`src/shared/dmr_pkg.sv`:
```
// Purpose: Shared constants and types for the reference path controller.
// Assumes: One 40 MHz system clock; all control bits arrive as plain ports.
// Notes: Codes and reset values for the design files, gathered in one package.
package dmr_pkg;
  // ----------------------------------------------------------------------
  // Phase slope limit codes
  // ----------------------------------------------------------------------
  localparam logic [2:0] DMR_SLOPE_61US = 3'h0;
  localparam logic [2:0] DMR_SLOPE_885NS = 3'h1;
  localparam logic [2:0] DMR_SLOPE_7U5 = 3'h2;
  localparam logic [2:0] DMR_SLOPE_UNLIM = 3'h3;
  localparam logic [2:0] DMR_SLOPE_1NS = 3'h4;
  localparam logic [2:0] DMR_SLOPE_5NS = 3'h5;
  localparam logic [2:0] DMR_SLOPE_10NS = 3'h6;
  localparam logic [2:0] DMR_SLOPE_PROG = 3'h7;
  localparam logic [2:0] DMR_SLOPE_RESET = DMR_SLOPE_PROG;
  localparam logic [23:0] DMR_PROG_RATE_RESET = 24'h000000;
  // ----------------------------------------------------------------------
  // Secondary PLL mode field codes
  // ----------------------------------------------------------------------
  localparam logic [2:0] DMR_MODE_AUTO = 3'h0;
  localparam logic [2:0] DMR_MODE_FREE = 3'h1;
  localparam logic [2:0] DMR_MODE_HOLD = 3'h2;
  localparam logic [2:0] DMR_MODE_LOCK = 3'h4;
  localparam logic DMR_PDN_RESET = 1'h1;
  // ----------------------------------------------------------------------
  // Reference frequency codes
  // ----------------------------------------------------------------------
  localparam logic [3:0] DMR_FREQ_8K = 4'h0;
  localparam logic [3:0] DMR_FREQ_T1E1 = 4'h1;
  localparam logic [3:0] DMR_FREQ_6M48 = 4'h2;
  localparam logic [3:0] DMR_FREQ_2K = 4'h9;
  localparam logic [3:0] DMR_FREQ_4K = 4'hA;
  localparam logic [3:0] DMR_FREQ_1PPS = 4'hB;
  localparam logic [3:0] DMR_FREQ_6M25 = 4'hC;
  // ----------------------------------------------------------------------
  // High-frequency divider codes
  // ----------------------------------------------------------------------
  localparam logic [1:0] DMR_HF_BYPASS = 2'h0;
  localparam logic [1:0] DMR_HF_DIV4 = 2'h1;
  localparam logic [1:0] DMR_HF_DIV5 = 2'h2;
  // ----------------------------------------------------------------------
  // Secondary PLL automatic states, Gray coded
  // ----------------------------------------------------------------------
  typedef enum logic [1:0] {
    DMR_ST_FREE = 2'h0,
    DMR_ST_LOCK = 2'h1,
    DMR_ST_HOLD = 2'h3
  } dmr_state_t;
endpackage : dmr_pkg

```
`src/verilog/dmr_slope_limiter.sv`:
```
// Purpose: Limit the rate of output phase movement of the primary PLL.
// Assumes: Phase in signed fixed units; one step budget per clock.
// Notes: Step budget per code is a case table in relative units, fixed except the programmable code.
`timescale 1ns/1ps
`default_nettype none
module dmr_slope_limiter #(
  parameter int PW = 24
) (
  // Clock and reset
  input wire logic clock_i,
  input wire logic rstn_i,
  // Control
  input wire logic [2:0] sel_i,
  input wire logic [23:0] prog_rate_i,
  // Phase
  input wire logic signed [PW-1:0] target_i,
  output logic signed [PW-1:0] phase_o
);
  // ----------------------------------------------------------------------
  // Step budget per code
  // ----------------------------------------------------------------------
  // Budgets are relative units; zero programmable rate freezes movement.
  function automatic logic [23:0] step_of(input logic [2:0] s,
                                          input logic [23:0] p);
    unique case (s)
      dmr_pkg::DMR_SLOPE_61US: step_of = 24'h00003D;
      dmr_pkg::DMR_SLOPE_885NS: step_of = 24'h000001;
      dmr_pkg::DMR_SLOPE_7U5: step_of = 24'h000008;
      dmr_pkg::DMR_SLOPE_UNLIM: step_of = 24'h000578;
      dmr_pkg::DMR_SLOPE_1NS: step_of = 24'h000001;
      dmr_pkg::DMR_SLOPE_5NS: step_of = 24'h000001;
      dmr_pkg::DMR_SLOPE_10NS: step_of = 24'h000001;
      dmr_pkg::DMR_SLOPE_PROG: step_of = p;
    endcase
  endfunction : step_of

  wire logic [23:0] step = step_of(sel_i, prog_rate_i);
  wire logic signed [PW:0] diff = PW'(target_i) - PW'(phase_o);
  wire logic signed [PW:0] stp = {{(PW-23){1'b0}}, step};
  wire logic signed [PW:0] delta = (diff > stp) ? stp :
                                   (diff < -stp) ? -stp : diff;
  wire logic signed [PW-1:0] phase_nxt = phase_o + delta[PW-1:0];

  always_ff @(posedge clock_i or negedge rstn_i) begin
    if (!rstn_i) begin
      phase_o <= '0;
    end else begin
      phase_o <= phase_nxt;
    end
  end
endmodule : dmr_slope_limiter
`default_nettype wire

```
`src/verilog/dmr_secondary_mode.sv`:
```
// Purpose: Secondary PLL operating mode and holdover frequency choice.
// Assumes: Reference selection and qualification come from outside.
// Notes: Averaging filter is a simple leaky integrator.
`timescale 1ns/1ps
`default_nettype none
module dmr_secondary_mode #(
  parameter int FW = 24,
  parameter int AVG_SHIFT = 12
) (
  // Clock and reset
  input wire logic clock_i,
  input wire logic rstn_i,
  // Control
  input wire logic [2:0] mode_sel_i,
  input wire logic power_down_i,
  input wire logic averaging_i,
  // Reference status
  input wire logic ref_selected_i,
  input wire logic ref_disqualified_i,
  input wire logic ref_preempted_i,
  input wire logic ref_forced_move_i,
  input wire logic signed [FW-1:0] integral_freq_i,
  // Results
  output logic [1:0] state_o,
  output logic leave_ref_o,
  output logic signed [FW-1:0] hold_freq_o
);
  dmr_pkg::dmr_state_t st_r;
  dmr_pkg::dmr_state_t st_nxt;
  logic signed [FW-1:0] avg_r;
  logic signed [FW-1:0] last_r;

  wire logic leave = (st_r == dmr_pkg::DMR_ST_LOCK) &&
    (ref_disqualified_i || ref_preempted_i || ref_forced_move_i);
  wire logic is_auto = (mode_sel_i == dmr_pkg::DMR_MODE_AUTO);
  wire logic signed [FW-1:0] avg_nxt =
    avg_r + ((integral_freq_i - avg_r) >>> AVG_SHIFT);

  always_comb begin
    st_nxt = st_r;
    if (power_down_i) begin
      st_nxt = dmr_pkg::DMR_ST_FREE;
    end else if (!is_auto) begin
      unique case (mode_sel_i)
        dmr_pkg::DMR_MODE_HOLD: st_nxt = dmr_pkg::DMR_ST_HOLD;
        dmr_pkg::DMR_MODE_LOCK: st_nxt = dmr_pkg::DMR_ST_LOCK;
        default: st_nxt = dmr_pkg::DMR_ST_FREE;
      endcase
    end else begin
      unique case (st_r)
        dmr_pkg::DMR_ST_FREE:
          st_nxt = ref_selected_i ? dmr_pkg::DMR_ST_LOCK : st_r;
        dmr_pkg::DMR_ST_LOCK:
          st_nxt = (!ref_selected_i || leave) ? dmr_pkg::DMR_ST_HOLD : st_r;
        dmr_pkg::DMR_ST_HOLD:
          st_nxt = ref_selected_i ? dmr_pkg::DMR_ST_LOCK : st_r;
        default: st_nxt = dmr_pkg::DMR_ST_FREE;
      endcase
    end
  end

  always_ff @(posedge clock_i or negedge rstn_i) begin
    if (!rstn_i) begin
      st_r <= dmr_pkg::DMR_ST_FREE;
      avg_r <= '0;
      last_r <= '0;
      leave_ref_o <= 1'b0;
      hold_freq_o <= '0;
    end else begin
      st_r <= st_nxt;
      leave_ref_o <= leave && is_auto;
      if (st_r == dmr_pkg::DMR_ST_LOCK) begin
        last_r <= integral_freq_i;
        avg_r <= avg_nxt;
      end
      hold_freq_o <= averaging_i ? avg_r : last_r;
    end
  end

  assign state_o = st_r;
endmodule : dmr_secondary_mode
`default_nettype wire

```
`src/verilog/dmr_ref_path.sv`:
```
// Purpose: Reference path control: seamless switching, slope limit,
//          secondary PLL modes and input pre-divider configuration.
// Assumes: Inputs synchronous to clock_i; PLL datapaths live elsewhere.
// Notes: Control and status are plain ports, no register bus.
`timescale 1ns/1ps
`default_nettype none
module dmr_ref_path #(
  parameter int NIN = 14,
  parameter int PW = 24,
  parameter int FW = 24
) (
  // Clock and reset
  input wire logic clock_i,
  input wire logic rstn_i,
  // Primary PLL seamless switching
  input wire logic seamless_enable_i,
  input wire logic seamless_freeze_i,
  input wire logic [3:0] primary_ref_i,
  input wire logic primary_in_holdover_i,
  input wire logic primary_in_free_run_i,
  input wire logic signed [PW-1:0] ref_phase_i,
  output logic seamless_switch_event_o,
  output logic signed [PW-1:0] compensation_o,
  output logic signed [PW-1:0] output_phase_o,
  // Slope limit configuration
  input wire logic slope_write_i,
  input wire logic [2:0] phase_rate_limit_select_i,
  input wire logic prog_write_i,
  input wire logic [23:0] programmable_phase_rate_value_i,
  output logic [2:0] slope_select_o,
  output logic [23:0] prog_rate_o,
  // Secondary PLL
  input wire logic [2:0] secondary_mode_select_i,
  input wire logic pdn_write_i,
  input wire logic secondary_power_down_i,
  input wire logic secondary_holdover_averaging_i,
  input wire logic ref_selected_i,
  input wire logic ref_disqualified_i,
  input wire logic ref_preempted_i,
  input wire logic ref_forced_move_i,
  input wire logic signed [FW-1:0] integral_freq_i,
  output logic secondary_power_down_o,
  output logic [1:0] secondary_state_o,
  output logic secondary_leave_ref_o,
  output logic signed [FW-1:0] secondary_hold_freq_o,
  // Composite clock inputs
  input wire logic composite_low_tone_select_i,
  input wire logic [1:0] composite_bad_i,
  input wire logic [1:0] violation_clear_i,
  input wire logic [1:0] violation_mask_i,
  output logic composite_a_violation_flag_o,
  output logic composite_b_violation_flag_o,
  output logic composite_low_tone_o,
  output logic interrupt_o,
  // Per-input configuration write port
  input wire logic cfg_write_i,
  input wire logic [3:0] cfg_input_i,
  input wire logic [2:0] cfg_field_i,
  input wire logic [15:0] cfg_data_i,
  // Per-input configuration read port
  input wire logic [3:0] rd_input_i,
  output logic [3:0] sync_source_o,
  output logic [1:0] sync_freq_o,
  output logic [3:0] freq_code_o,
  output logic freq_reserved_o,
  output logic [1:0] high_freq_divide_select_o,
  output logic [14:0] integer_divide_factor_o,
  output logic prediv_bypass_o,
  output logic [15:0] frac_num_o,
  output logic [15:0] frac_den_o
);
  // ----------------------------------------------------------------------
  // Field selectors on the per-input write port
  // ----------------------------------------------------------------------
  localparam logic [2:0] F_SYNC = 3'h0;
  localparam logic [2:0] F_FREQ = 3'h1;
  localparam logic [2:0] F_HFDIV = 3'h2;
  localparam logic [2:0] F_DIVLO = 3'h3;
  localparam logic [2:0] F_DIVHI = 3'h4;
  localparam logic [2:0] F_NUM = 3'h5;
  localparam logic [2:0] F_DEN = 3'h6;
  localparam logic [2:0] F_BYP = 3'h7;

  // ----------------------------------------------------------------------
  // Seamless switching
  // ----------------------------------------------------------------------
  logic [3:0] prev_ref_r;
  logic prev_idle_r;
  logic signed [PW-1:0] comp_r;
  wire logic idle_now = primary_in_holdover_i || primary_in_free_run_i;
  wire logic trig = seamless_enable_i &&
    ((primary_ref_i != prev_ref_r) || (prev_idle_r && !idle_now));
  wire logic take = trig && !seamless_freeze_i;
  // Limiter steers toward the compensated reference; the raw reference when disabled.
  wire logic signed [PW-1:0] target =
    seamless_enable_i ? ref_phase_i - comp_r : ref_phase_i;

  always_ff @(posedge clock_i or negedge rstn_i) begin
    if (!rstn_i) begin
      prev_ref_r <= 4'h0;
      prev_idle_r <= 1'b1;
      comp_r <= '0;
      seamless_switch_event_o <= 1'b0;
    end else begin
      prev_ref_r <= primary_ref_i;
      prev_idle_r <= idle_now;
      seamless_switch_event_o <= take;
      if (take) begin
        comp_r <= ref_phase_i - output_phase_o;
      end else if (!seamless_enable_i) begin
        comp_r <= '0;
      end
    end
  end

  // ----------------------------------------------------------------------
  // Slope limit configuration
  // ----------------------------------------------------------------------
  logic [2:0] slope_r;
  logic [23:0] prog_r;
  always_ff @(posedge clock_i or negedge rstn_i) begin
    if (!rstn_i) begin
      slope_r <= dmr_pkg::DMR_SLOPE_RESET;
      prog_r <= dmr_pkg::DMR_PROG_RATE_RESET;
    end else begin
      if (slope_write_i) begin
        slope_r <= phase_rate_limit_select_i;
      end
      if (prog_write_i) begin
        prog_r <= programmable_phase_rate_value_i;
      end
    end
  end

  dmr_slope_limiter #(
    .PW(PW)
  ) u_slope (
    .clock_i(clock_i),
    .rstn_i(rstn_i),
    .sel_i(slope_r),
    .prog_rate_i(prog_r),
    .target_i(target),
    .phase_o(output_phase_o)
  );

  // ----------------------------------------------------------------------
  // Secondary PLL
  // ----------------------------------------------------------------------
  logic pdn_r;
  always_ff @(posedge clock_i or negedge rstn_i) begin
    if (!rstn_i) begin
      pdn_r <= dmr_pkg::DMR_PDN_RESET;
    end else if (pdn_write_i) begin
      pdn_r <= secondary_power_down_i;
    end
  end

  dmr_secondary_mode #(
    .FW(FW)
  ) u_sec (
    .clock_i(clock_i),
    .rstn_i(rstn_i),
    .mode_sel_i(secondary_mode_select_i),
    .power_down_i(pdn_r),
    .averaging_i(secondary_holdover_averaging_i),
    .ref_selected_i(ref_selected_i),
    .ref_disqualified_i(ref_disqualified_i),
    .ref_preempted_i(ref_preempted_i),
    .ref_forced_move_i(ref_forced_move_i),
    .integral_freq_i(integral_freq_i),
    .state_o(secondary_state_o),
    .leave_ref_o(secondary_leave_ref_o),
    .hold_freq_o(secondary_hold_freq_o)
  );

  // ----------------------------------------------------------------------
  // Composite clock violations
  // ----------------------------------------------------------------------
  logic [1:0] viol_r;
  logic low_tone_r;
  logic irq_r;
  // Set wins over clear so a violation in the clearing cycle survives.
  wire logic [1:0] viol_nxt =
    (viol_r & ~violation_clear_i) | composite_bad_i;
  always_ff @(posedge clock_i or negedge rstn_i) begin
    if (!rstn_i) begin
      viol_r <= 2'h0;
      low_tone_r <= 1'b0;
      irq_r <= 1'b0;
    end else begin
      viol_r <= viol_nxt;
      low_tone_r <= composite_low_tone_select_i;
      irq_r <= |(viol_nxt & violation_mask_i);
    end
  end

  // ----------------------------------------------------------------------
  // Per-input configuration store
  // ----------------------------------------------------------------------
  logic [3:0] sync_r [NIN];
  logic [3:0] freq_r [NIN];
  logic [1:0] hf_r [NIN];
  logic [14:0] integer_divider_r [NIN];
  logic [7:0] divlo_r [NIN];
  logic [15:0] num_r [NIN];
  logic [15:0] den_r [NIN];
  logic [1:0] byp_r [NIN];
  logic [1:0] sfreq_r;

  // Inputs 0 and 1 are the composite inputs; 2 to 7 are differential.
  function automatic logic is_comp(input logic [3:0] idx);
    is_comp = (idx < 4'h2);
  endfunction : is_comp

  function automatic logic is_diff(input logic [3:0] idx);
    is_diff = (idx >= 4'h2) && (idx < 4'h8);
  endfunction : is_diff

  function automatic logic freq_bad(input logic [3:0] c);
    freq_bad = !(c == dmr_pkg::DMR_FREQ_8K || c == dmr_pkg::DMR_FREQ_T1E1 ||
      c == dmr_pkg::DMR_FREQ_6M48 || c == dmr_pkg::DMR_FREQ_2K ||
      c == dmr_pkg::DMR_FREQ_4K || c == dmr_pkg::DMR_FREQ_1PPS ||
      c == dmr_pkg::DMR_FREQ_6M25);
  endfunction : freq_bad

  genvar gi;
  generate
    for (gi = 0; gi < NIN; gi++) begin : g_in
      wire logic hit = cfg_write_i && (cfg_input_i == 4'(gi));
      always_ff @(posedge clock_i or negedge rstn_i) begin
        if (!rstn_i) begin
          sync_r[gi] <= 4'h0;
          freq_r[gi] <= dmr_pkg::DMR_FREQ_8K;
          hf_r[gi] <= dmr_pkg::DMR_HF_BYPASS;
          integer_divider_r[gi] <= 15'h0000;
          divlo_r[gi] <= 8'h00;
          num_r[gi] <= 16'h0000;
          den_r[gi] <= 16'h0000;
          byp_r[gi] <= 2'h0;
        end else if (hit) begin
          unique case (cfg_field_i)
            F_SYNC: sync_r[gi] <= cfg_data_i[3:0];
            F_FREQ: freq_r[gi] <= cfg_data_i[3:0];
            F_HFDIV: hf_r[gi] <= cfg_data_i[1:0];
            F_DIVLO: divlo_r[gi] <= cfg_data_i[7:0];
            F_DIVHI: integer_divider_r[gi] <= {cfg_data_i[6:0], divlo_r[gi]};
            F_NUM: num_r[gi] <= cfg_data_i;
            F_DEN: den_r[gi] <= cfg_data_i;
            F_BYP: byp_r[gi] <= cfg_data_i[1:0];
          endcase
        end
      end
    end
  endgenerate

  always_ff @(posedge clock_i or negedge rstn_i) begin
    if (!rstn_i) begin
      sfreq_r <= 2'h0;
    end else if (cfg_write_i && cfg_field_i == F_SYNC) begin
      sfreq_r <= cfg_data_i[9:8];
    end
  end

  // ----------------------------------------------------------------------
  // Read selection
  // ----------------------------------------------------------------------
  wire logic rd_ok = (rd_input_i < 4'(NIN));
  wire logic [3:0] ri = rd_ok ? rd_input_i : 4'h0;
  wire logic rd_comp = is_comp(ri);
  wire logic [3:0] fsel = rd_comp ? dmr_pkg::DMR_FREQ_8K : freq_r[ri];
  wire logic [1:0] hsel = is_diff(ri) ? hf_r[ri] : dmr_pkg::DMR_HF_BYPASS;
  // A zero bypass field with bypass HF divider means the whole chain is off.
  wire logic byp = rd_comp ||
    (hsel == dmr_pkg::DMR_HF_BYPASS && byp_r[ri] == 2'h0);

  always_ff @(posedge clock_i or negedge rstn_i) begin
    if (!rstn_i) begin
      sync_source_o <= 4'h0;
      sync_freq_o <= 2'h0;
      freq_code_o <= 4'h0;
      freq_reserved_o <= 1'b0;
      high_freq_divide_select_o <= 2'h0;
      integer_divide_factor_o <= 15'h0000;
      prediv_bypass_o <= 1'b1;
      frac_num_o <= 16'h0000;
      frac_den_o <= 16'h0000;
    end else begin
      sync_source_o <= sync_r[ri];
      sync_freq_o <= sfreq_r;
      freq_code_o <= fsel;
      freq_reserved_o <= freq_bad(fsel);
      high_freq_divide_select_o <= hsel;
      integer_divide_factor_o <= integer_divider_r[ri];
      prediv_bypass_o <= byp;
      frac_num_o <= num_r[ri];
      frac_den_o <= den_r[ri];
    end
  end

  // ----------------------------------------------------------------------
  // Status outputs
  // ----------------------------------------------------------------------
  always_ff @(posedge clock_i or negedge rstn_i) begin
    if (!rstn_i) begin
      compensation_o <= '0;
      slope_select_o <= dmr_pkg::DMR_SLOPE_RESET;
      prog_rate_o <= dmr_pkg::DMR_PROG_RATE_RESET;
      secondary_power_down_o <= dmr_pkg::DMR_PDN_RESET;
    end else begin
      compensation_o <= comp_r;
      slope_select_o <= slope_r;
      prog_rate_o <= prog_r;
      secondary_power_down_o <= pdn_r;
    end
  end

  assign composite_a_violation_flag_o = viol_r[0];
  assign composite_b_violation_flag_o = viol_r[1];
  assign composite_low_tone_o = low_tone_r;
  assign interrupt_o = irq_r;
endmodule : dmr_ref_path
`default_nettype wire

```
`config.mk`:
```
export PLATFORM = sky130hd
export DESIGN_NAME = dmr_ref_path
export DESIGN_NICKNAME = d
export VERILOG_FILES = /design/src/shared/dmr_pkg.sv /design/src/verilog/dmr_slope_limiter.sv /design/src/verilog/dmr_secondary_mode.sv /design/src/verilog/dmr_ref_path.sv
export SDC_FILE = /design/constraint.sdc
export NUM_CORES = 2
export LEC_CHECK = 0
export ABC_AREA = 1
export BUFFER_PORTS_ARGS = -buffer_cell sky130_fd_sc_hd__buf_4
export CAP_MARGIN = 5
export CORE_MARGIN = 1
export CORE_UTILIZATION = 34
export DETAILED_ROUTE_END_ITERATION = 10
export PLACE_DENSITY = 0.51
export SETUP_SLACK_MARGIN = 0.5
export SLEW_MARGIN = 15
export SYNTH_ARGS = -nofsm -noshare
export SYNTH_HDL_FRONTEND = slang
export SYNTH_HIERARCHICAL = 1
export SYNTH_SLANG_ARGS = --single-unit
```
`constraint.sdc`:
```
create_clock -name clock_i -period 13.9 [get_ports clock_i]
set_input_delay 0.695 -clock clock_i [delete_from_list [all_inputs] [get_ports clock_i]]
set_output_delay 0.695 -clock clock_i [all_outputs]
set_load 0.05 [all_outputs]
```
==> run summary <==
The fmax is 113 MHz. The worst ir drop on vdd came out at 133 uV. The number of design rule violations left after detail routing is 0. Gates resized during post-CTS repair numbered 0. The gate count of the mapped netlist came out at roughly 7000. The slowest stage of the critical path belongs to the cell sky130_fd_sc_hd__a21boi_0. In the synthesized netlist the dominant register cell turns out to be sky130_fd_sc_hd__dfrtp_1.

The count of nets left with antenna violations once routing finished came out at 0. The floorplan row count is between 150 and 200. The final count of pins violating max slew is 0. For this run, the detailed router's first-pass iteration total came to 5. The TritonCTS clock tree is yes.

The initial antenna violation count came out at 3. Clock-pin slew was measured on the worst setup and hold paths at about 0.060 ns. Global routing used a little over a fifth of the available tracks.

The deepest clock path buffer count came out at 3. The height of the die is 417 um. The power density over the cells is 211 nW/um^2. For this configuration, the core starts out at a cell density of between 30% and 40%. The worst setup path is launched from a flip-flop.

The number of stages on the worst hold path came out at 2. The count of different cell masters after synthesis is 63. The average vias per placed instance came out at slightly above 5.

The number of register bits inferred by synthesis came out at 1190. The congestion estimate from routability-driven global placement came to roughly 0.9. The port buffer count is 300.

The share of the yosys chip area belonging to registers came out at between 50% and 60%. The total of endpoints with negative setup slack in the final report is 0. The H-tree generated during clock tree synthesis spans 4 levels. The normalized max-slew margin is between 20 and 25%.

The worst register-to-register path ends at u_slope/phase_o[22]. The detailed placer's ending HPWL is 117000 um. The post-synthesis area per instance came out at ~8.4 um^2. The worst hold path belongs to the class primary input to flip-flop.

The number of global-route vias before repair is around 48000. The placeable core region came out at about 170000 um^2. The proportion of register bits with asynchronous set or reset after synthesis came out at 100%. The source-to-sink clock delay at the later pin of the worst-skew pair is 0.79 ns. At the pin with the least slew margin, the transition time is ~1.2 ns. By instance count, the cell type seen most on the critical path is sky130_fd_sc_hd__nand2_1.

The highest cell delay on the worst timing path came out at about 0.49 ns. The endpoint arrival time on the critical path came out at about 9.5 ns. The number of max-cap violations came out at 0. The share of the clock period used by the worst path after layout came out at between 60% and 70%. The count of final hold-check violations came out at 0. The worst path in the final design needs a cycle of 8.88 ns, including I/O delays and setup. The number of warnings reported in the yosys synthesis log is 6. The number of nets in the finished design is 7408. The overall routed net length is roughly 190000 um.

The detailed router finished its first iteration with a little under 4000 violations. In this run the critical register-to-register path is launched from comp_r[2]. The clock tree root driver cell is sky130_fd_sc_hd__clkbuf_16. The number of cells on the worst reg-to-reg path is 44. The overflow left after global routing came out at 0. The sum of negative setup slack is 0 ns. The first-pass GRT wire length is slightly below 300000 um. The category of the worst setup path capture point is a flip-flop. Pin placement for this block handled roughly 300 I/O pins. The number of buffers added for setup after CTS came out at 0. The layout has 17300 filler cells. The largest net degree at the start of global routing is ~170. The area growth from synthesis to layout came out at 15.2%. The leakage power figure is around 32 nW.

Across the routed clock network, the largest skew measured is ~0.031 ns. For hold timing, the worst endpoint is u_sec/leave_ref_o. By startpoint and endpoint, the worst setup path is classified as flip-flop to flip-flop. In this run the most critical hold path is launched from secondary_mode_select_i[1].

The number of flops mapped to enable cells by yosys is 0. The total via count after detailed routing came out at 48500. The number of sinks on the clock net is approximately 1200. The synthesized netlist occupies a cell area of between 50000 and 60000 um^2.

The synthesized net count came out at 7282. The layout cell share with drive strength beyond 1 is between 10% and 20%. The floorplan die area is 174000 um^2.

The minimum hold slack came out at approximately 0.091 ns. The per-cell routed wire length is between 15 and 20 um. The CTS buffer count is between 100 and 150.

The register-to-register setup slack came out at between 5 and 6 ns. The die is around 420 um wide. In this run the worst path has a maximum fanout of 36. The flow ran to the end, and the final reports show no timing, DRC or antenna violations.

Setup repair after global routing left no endpoint under its margin. The endpoint required time on the critical path is roughly 15 ns.
==> worst max path at each step <==
stage / startpoint / to / slack (ns) / depth (start not counted)
floorplan: ref_phase_i[2] / u_slope/phase_o[22] / 6.49 / 46
global placement: ref_phase_i[2] / u_slope/phase_o[22] / 4.66 / 44
detailed placement: ref_phase_i[2] / u_slope/phase_o[22] / 4.63 / 45
CTS: comp_r[2] / u_slope/phase_o[22] / 5.02 / 45
global route: comp_r[2] / u_slope/phase_o[22] / 4.24 / 45
finish: comp_r[2] / u_slope/phase_o[22] / 5.02 / 44
==> power by group <==
group | leakage, nW | total [W] | internal, W | switching [W]
sequential | 15.9 | 0.00421 | 0.00392 | 0.000291
combinational | 13.8 | 0.00635 | 0.00220 | 0.00416
clock | 2.21 | 0.00363 | 0.00211 | 0.00153
total | 31.9 | 0.0142 | 0.00822 | 0.00598
==> area by class of cell <==
| class | count | area (um^2) | area share (%) |
|---|---|---|---|
| Multi-Input combinational cell | 4947 | 25600 | 38.0 |
| Inverter | 413 | 1580 | 2.34 |
| Sequential cell | 1190 | 29800 | 44.2 |
| Antenna cell | 1 | 2.50 | 0.00371 |
| Clock inverter | 31 | 310 | 0.460 |
| Clock buffer | 223 | 4210 | 6.25 |
| Timing Repair Buffer | 390 | 3020 | 4.48 |
| Tap cell | 2295 | 2870 | 4.26 |
==> metrics by stage <==
stage / worst slack, ns / util (%) / cells / area, um^2 / total power, W
2_1_floorplan: 6.49 / - / 6955 / 58500 / 0.00889
3_3_place_gp: 4.66 / 36.9 / 9229 / 62800 / 0.0105
3_5_place_dp: 4.63 / 36.9 / 9229 / 62800 / 0.0106
4_1_cts: 5.02 / 39.6 / 9489 / 67400 / 0.0143
5_1_grt: 4.24 / 39.6 / 9489 / 67400 / 0.0153
6_report: 5.02 / 39.6 / 9490 / 67400 / 0.0142
==> Yosys cell counts, types with 9 or more instances <==
cell type                   number  area share [%]
sky130_fd_sc_hd__buf_4          10            0.13
sky130_fd_sc_hd__nand3_1       152             1.3
sky130_fd_sc_hd__xnor2_1        33            0.49
sky130_fd_sc_hd__xor2_1         58            0.87
sky130_fd_sc_hd__o221ai_1       36            0.54
sky130_fd_sc_hd__buf_1          33            0.21
sky130_fd_sc_hd__nor2_1        598             3.8
sky130_fd_sc_hd__a21o_1         15            0.19
sky130_fd_sc_hd__a21oi_1       207             1.8
sky130_fd_sc_hd__buf_2          43            0.37
sky130_fd_sc_hd__nand4_1        32            0.34
sky130_fd_sc_hd__ha_1          190             4.1
sky130_fd_sc_hd__dfstp_2        10            0.45
sky130_fd_sc_hd__o2111ai_1      19            0.28
sky130_fd_sc_hd__o21ai_0      1418              12
sky130_fd_sc_hd__inv_1         404             2.6
sky130_fd_sc_hd__o21bai_1       11            0.14
sky130_fd_sc_hd__o21a_1         11            0.14
sky130_fd_sc_hd__a31oi_1        11            0.12
sky130_fd_sc_hd__clkbuf_1      315             2.0
sky130_fd_sc_hd__mux2_2        140             2.7
sky130_fd_sc_hd__nand3b_1        9            0.12
sky130_fd_sc_hd__nand2_1      1677              11
sky130_fd_sc_hd__dfrtp_1      1180              50
sky130_fd_sc_hd__nand2_2        18            0.19
sky130_fd_sc_hd__o211ai_1       36            0.46
sky130_fd_sc_hd__o21ai_1        47            0.40
sky130_fd_sc_hd__o22ai_1        99             1.1
sky130_fd_sc_hd__nor3_1         36            0.31
sky130_fd_sc_hd__nor4_1          9           0.096
sky130_fd_sc_hd__nor2_2          9           0.096
==> cell families after synthesis <==
| kind of cell | count (synthesis) | synth area share [%] |
|---|---|---|
| AO/OA/AOI/OAI | 1953 | 17.9 |
| buffers and inverters | 818 | 5.45 |
| adder cells (fa/ha/maj) | 195 | 4.23 |
| flip-flops | 1190 | 50.9 |
| XOR/XNOR | 91 | 1.36 |
| AND/OR/NAND/NOR | 2568 | 17.5 |
| multiplexers | 140 | 2.69 |
==> per-layer routing <==
metal / share of wire, % / global-route usage, % / vias to the layer above
met2: 47 / 35.1 / 1118
met5: 0 / 0 / -
li1: - / - / 23500
met1: 46 / 29.3 / 23700
met4: 2.2 / 5.88 / 0
met3: 4.4 / 2.75 / 211
==> layout by cell type, fill, tap and decap left out, types with 47 or more instances in the layout <==
master,count
sky130_fd_sc_hd__o21ai_0,1418
sky130_fd_sc_hd__o22ai_1,99
sky130_fd_sc_hd__nor2_1,596
sky130_fd_sc_hd__nand3_1,152
sky130_fd_sc_hd__o21ai_1,47
sky130_fd_sc_hd__nand2_1,1676
sky130_fd_sc_hd__a21oi_1,207
sky130_fd_sc_hd__dfrtp_1,1180
sky130_fd_sc_hd__clkbuf_1,48
sky130_fd_sc_hd__xor2_1,58
sky130_fd_sc_hd__clkbuf_16,144
sky130_fd_sc_hd__mux2_2,140
sky130_fd_sc_hd__inv_1,395
sky130_fd_sc_hd__ha_1,189
sky130_fd_sc_hd__buf_4,378
==> flip-flops by register name, indices dropped and copies added, names as in the netlist, 24 cells and up <==
signal             cells
comp_r                24
compensation_o        24
u_sec/last_r          24
integer_divider_r    210
prog_rate_o           24
sync_r                56
prog_r                24
u_slope/phase_o       24
divlo_r              112
den_r                224
freq_r                48
u_sec/avg_r           24
u_sec/hold_freq_o     24
num_r                224
byp_r                 28
==> critical path: cells and delay by family (launching register included) <==
family | cells | cell delay [ns]
adders and majority gates | 5 | 1.61
DFF | 1 | 0.37
and+or+nand+nor | 17 | 1.48
AOI/OAI and AO/OA | 17 | 4.20
buffers and inverters | 3 | 0.45
xor gates and xnor gates | 2 | 0.60
==> timing repair <==
action | 4_1_cts | 5_1_grt
hold buffers | 6 | 0
endpoints found under the setup margin | 0 | 0
endpoints found under the hold margin | 127 | 0
Note: power is estimated with default switching activity, not from simulation.
